File: src/common/self_test_pkg.sv
// package for the drive self-test sequencer: codes, log layout, timing
// assumes a single 20 MHz clock domain
package self_test_pkg;

  localparam int unsigned CLK_HZ = 20_000_000;
  localparam int unsigned SHORT_LIMIT_S = 120;
  localparam longint unsigned SHORT_LIMIT_CYC = longint'(SHORT_LIMIT_S) * longint'(CLK_HZ);
  localparam int unsigned LOG_DEPTH = 20;
  localparam int unsigned LBA_W = 32;

  localparam logic [2:0] FC_SHORT = 3'h1;
  localparam logic [2:0] FC_EXTENDED = 3'h2;
  localparam logic [2:0] FC_ABORT_DEFAULT = 3'h4;
  localparam int unsigned FC_MSB = 7;
  localparam int unsigned FC_LSB = 5;

  localparam logic [3:0] RES_PASS = 4'h0;
  localparam logic [3:0] RES_ABORT_HOST = 4'h1;
  localparam logic [3:0] RES_ABORT_RESET = 4'h2;
  localparam logic [3:0] RES_FAIL = 4'h7;
  localparam logic [3:0] RES_IN_PROGRESS = 4'hf;

  localparam logic [7:0] SK_NOT_READY = 8'h02;
  localparam logic [7:0] ASC_NOT_READY = 8'h04;
  localparam logic [7:0] ASCQ_CAUSE_UNKNOWN = 8'h00;
  localparam logic [7:0] ASCQ_MANUAL_INTERVENTION = 8'h03;

  typedef enum logic [1:0] {SEG_ELECTRICAL, SEG_SERVO, SEG_SCAN} segment_t;

  typedef struct packed {
    logic [2:0] func_code;
    logic [3:0] result;
    logic [7:0] sense_key;
    logic [7:0] asc;
    logic [7:0] ascq;
    logic [7:0] fru;
    logic [LBA_W-1:0] lba;
  } log_entry_t;

  typedef struct packed {
    logic [7:0] sense_key;
    logic [7:0] asc;
    logic [7:0] ascq;
    logic [7:0] fru;
    logic [LBA_W-1:0] lba;
    logic lba_valid;
  } fail_info_t;

  typedef struct packed {
    logic spin_fail;
    logic speed_lock_fail;
    logic servo_lock_fail;
    logic config_read_fail;
    logic busy_format;
  } drive_health_t;

endpackage : self_test_pkg

File: src/hdl/self_test_log.sv
// twenty-deep results log with insert-at-head and result rewrite
// assumes the caller commits it to non-volatile storage on commit pulses
`timescale 1ns/1ps
module self_test_log
  import self_test_pkg::*;
#(
  parameter int unsigned DEPTH = LOG_DEPTH
)(
  input wire logic ref_clk,
  input wire logic sys_rst,
  input wire logic clk_en,
  input wire logic insert,
  input wire logic [2:0] insert_fc,
  input wire logic update,
  input wire logic [3:0] update_result,
  input wire self_test_pkg::fail_info_t update_fail,
  input wire logic [4:0] rd_index,
  output self_test_pkg::log_entry_t rd_entry,
  output logic [4:0] entry_count
);
  import self_test_pkg::*;

  typedef struct packed {
    log_entry_t [DEPTH-1:0] entry;
    logic [4:0] count;
    log_entry_t rd;
  } log_state_t;

  log_state_t state_q;
  log_state_t state_d;

  always_comb
  begin
    state_d = state_q;
    if (insert)
    begin
      for (int i = DEPTH - 1; i > 0; i--)
      begin
        state_d.entry[i] = state_q.entry[i-1]; // oldest falls off
      end
      state_d.entry[0] = '0;
      state_d.entry[0].func_code = insert_fc;
      state_d.entry[0].result = RES_IN_PROGRESS;
      if (state_q.count < 5'(DEPTH))
      begin
        state_d.count = state_q.count + 5'h01;
      end
    end
    else if (update)
    begin
      state_d.entry[0].result = update_result;
      if (update_result != RES_PASS && update_result != RES_ABORT_HOST && update_result != RES_ABORT_RESET)
      begin
        state_d.entry[0].sense_key = update_fail.sense_key;
        state_d.entry[0].asc = update_fail.asc;
        state_d.entry[0].ascq = update_fail.ascq;
        state_d.entry[0].fru = update_fail.fru;
        state_d.entry[0].lba = update_fail.lba_valid ? update_fail.lba : '1;
      end
    end
    state_d.rd = (rd_index < 5'(DEPTH)) ? state_q.entry[rd_index] : '0;
  end

  always_ff @(posedge ref_clk)
  begin
    if (sys_rst)
    begin
      state_q <= '0;
    end
    else if (clk_en)
    begin
      state_q <= state_d;
    end
  end

  assign rd_entry = state_q.rd;
  assign entry_count = state_q.count;

  a_log_head_init: assert property (@(posedge ref_clk) disable iff (sys_rst)
    clk_en && insert |=> state_q.entry[0].result == RES_IN_PROGRESS)
    else $error("new log block not marked in progress");

  a_log_shift: assert property (@(posedge ref_clk) disable iff (sys_rst)
    clk_en && insert |=> state_q.entry[1] == $past(state_q.entry[0]))
    else $error("log did not shift on insert");

  a_log_bound: assert property (@(posedge ref_clk) disable iff (sys_rst)
    entry_count <= 5'(DEPTH))
    else $error("log count exceeded depth");

endmodule : self_test_log

File: config.mk
export PLATFORM = sky130hd
export DESIGN_NAME = self_test_log
export DESIGN_NICKNAME = d
export VERILOG_FILES = /design/src/common/self_test_pkg.sv /design/src/hdl/self_test_log.sv
export SDC_FILE = /design/constraint.sdc
export NUM_CORES = 2
export LEC_CHECK = 0
export ABC_AREA = 1
export BUFFER_PORTS_ARGS = -buffer_cell sky130_fd_sc_hd__buf_2
export CAP_MARGIN = 15
export CORE_ASPECT_RATIO = 0.8
export CORE_MARGIN = 5
export CORE_UTILIZATION = 45
export DETAILED_ROUTE_END_ITERATION = 10
export REMOVE_ABC_BUFFERS = 1
export SYNTH_ARGS = -nofsm -noshare
export SYNTH_HDL_FRONTEND = slang
export SYNTH_SLANG_ARGS = --single-unit
File: constraint.sdc
create_clock -name ref_clk -period 1.2 [get_ports ref_clk]
set_input_delay 0.06 -clock ref_clk [delete_from_list [all_inputs] [get_ports ref_clk]]
set_output_delay 0.06 -clock ref_clk [all_outputs]
set_load 0.01 [all_outputs]
==> metrics.md <==
| Metric | Value |
|---|---|
| Core area | 0.148 mm^2 |
| Number of cells on the critical path | 1 |
| Setup violators final | around 90 |
| Detailed Route Iter0 Violations | between 4,000 and 5,000 |
| Count of pins over their slew limit | 0 |
| X dimension of the die | between 400 and 500 um |
| Vias in the first global route | just under 60,000 |
| Crit path max-delay cell type | sky130_fd_sc_hd__dfxtp_4 |
| Critical path buffers and inverters | 1 |
| Most used cells in the layout excluding fill and tap cells | 1,740 x sky130_fd_sc_hd__nand2_1, 1,485 x sky130_fd_sc_hd__o21ai_0, 1,484 x sky130_fd_sc_hd__a21oi_1 |
| Via-per-instance ratio | 5.22 |
| Hold path cells | 6 |
| Cell area after placement | 0.0731 mm^2 |
| Req. time, crit path | between 1000 and 1500 ps |
| Root Buffer Master | sky130_fd_sc_hd__clkbuf_16 |
| Area added between synthesis and finish | 23.2% |
| CP Launch Point | rd_entry[60]$_SDFFE_PP0P_ |
| Relative contribution of the clock network to total power | between 40% and 50% |
| Ordered list of cells on the worst path | buf_6 |
| Vias after detailed routing | approximately 63,000 |
| Final estimated routing congestion in global placement | between 0.8 and 0.9 |
| CTS sink cnt | ~1,500 |
| Worst R2R Start | state_q[178]$_SDFFE_PP0P_ |
| Final HPWL DP | roughly 130,000 um |
| Avg Synthesized Cell Area | around 6.9 um^2 |
| Peak fanout along the critical path | 2 |
| Maximum clock insertion buffer count | 3 |
| Crit share post-route | 113% |
| Clock network latency to the later pin of the worst-skew pair | 770 ps |
| Total GRT Usage | approximately a quarter |
| Post-route ant nets | 0 |
| Outcome | complete, but fails checks |
| Final #Nets | slightly above 10,000 |
| Full die area | 0.157 mm^2 |
| Post-layout worst setup margin | -159 ps |
| Number of cells in the finished layout apart from fillers | ~12,000 |
| Pin count of the biggest net entering global routing | 89 |
| Cell count after placement | between 10,000 and 15,000 |
| Number of I/O port buffers | 157 |
| Ys Warns | 0 |
| CTS buffer count | ~160 |
| Syn Std Cell Area | between 0.06 and 0.07 mm^2 |
| Clock tree from TritonCTS | done |
| Initial antenna violation count | 0 |
| Reported net switching power | ~32 mW |
| Endpoint class of the critical path | output pin |
| Maximum clock rate | between 0.7 and 0.8 GHz |
| Failing checks | negative setup slack |
| Register-to-Register Setup Slack | -20 ps |
| Max-capacitance violation count | 0 |
| Startpoint types | flip-flop |
| Die Y-Extent | 356 um |
| Termination of the worst setup path | rd_entry[60] |
| Synthesized flop and latch total | about 1,500 |
| Arrival time at the worst endpoint | about 1300 ps |
| Final WL | ~200,000 um |
| Setup CP Type | reg2out |
| Share of synthesized area occupied by flip-flops and latches | between 40% and 50% |
| Final routed wire length divided by cell count | around 16 um |
| Drt pass-1 iters | 8 |
| Post-synthesis cell count | 9,780 |
| Leakage power summed over all cells | 35.4 nW |
| Switching power share of the total | approximately a quarter |
| Number of remaining DRC errors | 0 |
| Layout Skew | 24.4 ps |
| Post-route cell area | around 0.083 mm^2 |
| CP peak stage delay | 400 ps |
| Highest ir drop seen on vdd | 1310 uV |
| Clock slew at the register clock pins of the worst setup and hold paths | ~60 ps |
| Final hold slack | 35.2 ps |
| Power share of the combinational group | around 14% |
| Hold Fails Final Rpt | 0 |
| Family with the most delay on the worst path | flip-flops |
| Power density of the placed cells | ~1500 mW/mm^2 |
| Worst R2R Path Depth | 12 |
| Internal power component | 89.3 mW |
| Final min period | roughly 1400 ps |
| Slew Limit Headroom | a little under half |
| Level count of the clock H-tree | 4 |
| Ratio of cells with drive above 1 in the final layout | 23.2% |
| Initial cell density of the core | between 40% and 50% |
| Most frequent standard cell in the layout excluding fill and tap cells | sky130_fd_sc_hd__nand2_1 |
| Number of distinct library cell variants in the gate-level netlist after synthesis | 23 |
| Total congestion overflow after global routing | 0 |
| Worst-Margin Slew | slightly above 800 ps |
| Number of antenna cells inserted | 0 |
| Min-Delay Path Class | in2reg |
| Row Count | approximately 130 |
| Capture point of the worst reg-to-reg path | rd_entry[31]$_SDFFE_PP0P_ |
| Global-route wire length before repair | roughly 310,000 um |
| # IOs | around 160 |
| Register share of total power | between 40 and 50% |
| Unrepaired setup endpoints after global routing | true |
-- cells by family (layout without fill, tap and decap cells) --
group | count (synthesis) | in the layout | share of synthesized area, %
compound gates | 3167 | 3167 | 23.7
fa+ha+maj | 1 | 1 | 0.0186
buf+inv | 2189 | 2544 | 13.8
flops | 1496 | 1496 | 44.6
simple gates | 2927 | 2927 | 17.8
-- cell usage after synthesis (all sizes together) --
| cell | instances | area, um^2 |
|---|---|---|
| nor3 | 1 | 10.0 |
| a211oi | 32 | 240 |
| a41oi | 1 | 8.76 |
| nand2 | 1926 | 7230 |
| nand4 | 1 | 6.26 |
| buf | 524 | 3040 |
| nand3 | 782 | 3910 |
| inv | 1321 | 4960 |
| clkinv | 1 | 3.75 |
| ha | 1 | 12.5 |
| clkbuf | 343 | 1290 |
| o21ai | 1605 | 8040 |
| nor2 | 217 | 815 |
| a21oi | 1529 | 7660 |
| dfxtp | 1496 | 29900 |
-- stage by stage --
| stage | setup TNS (ps) | util [%] | setup slack, ps | total power, mW |
|---|---|---|---|---|
| final | -8200 | 56.0 | -159 | 122 |
| after floorplan | - | - | -56120 | 61.5 |
| after global placement | -314980 | 49.4 | -556 | 71.0 |
| after CTS | -12360 | 54.3 | -219 | 121 |
| after detailed placement | -327930 | 49.4 | -578 | 71.4 |
| after global routing | -16940 | 56.0 | -206 | 127 |
-- state kept, by name, indices dropped and copies added, names as in the netlist --
name         count
rd_entry        71
state_q       1420
entry_count      5
-- layer usage --
| layer | share of wire (%) | up-vias | GRT usage, % |
|---|---|---|---|
| met3 | 4.7 | 288 | 3.13 |
| met1 | 46 | 29600 | 33.2 |
| met2 | 47 | 1365 | 39.7 |
| met4 | 2.3 | 0 | 6.24 |
| li1 | - | 32000 | - |
| met5 | 0 | - | 0 |
-- what timing repair did --
action / 4_1_cts / 5_1_grt
hold endpoints to repair: 332 / 0
buffers inserted: 16 / 63
gates resized for setup: 251 / 1143
pin swaps: 20 / 453
setup endpoints to repair: 95 / 165
cloned: 0 / 2
hold buffers: 107 / 0
-- cell type report --
type | count | area [um^2]
fill | 13900 | 65100
tap | 1984 | 2480
multi-input combinational | 6095 | 29400
clock buffer | 234 | 4630
inverter | 1322 | 5020
sequential | 1496 | 30800
clock inverter | 36 | 523
timing repair buffer | 952 | 9920
-- worst min path at each step --
stage / startpoint / endpoint
CTS: insert / state_q[92]$_SDFFE_PP0P_
finish: insert / state_q[92]$_SDFFE_PP0P_
floorplan: sys_rst / rd_entry[0]$_SDFFE_PP0P_
global placement: insert_fc[2] / state_q[146]$_SDFFE_PP0P_
detailed placement: insert_fc[1] / state_q[145]$_SDFFE_PP0P_
global route: clk_en / rd_entry[43]$_SDFFE_PP0P_
-- power by group through the flow --
| stage | Sequential (mW) | Combinational, mW | Clock [mW] |
|---|---|---|---|
| global route | 55.1 | 19.5 | 52.6 |
| detailed placement | 55.4 | 15.9 | 0 |
| CTS | 54.4 | 16.5 | 50.4 |
| global placement | 55.4 | 15.7 | 0 |
| finish | 54.8 | 17.4 | 49.5 |
| floorplan | 53.3 | 8.17 | 0 |
Note: power is estimated with default switching activity, not from simulation.
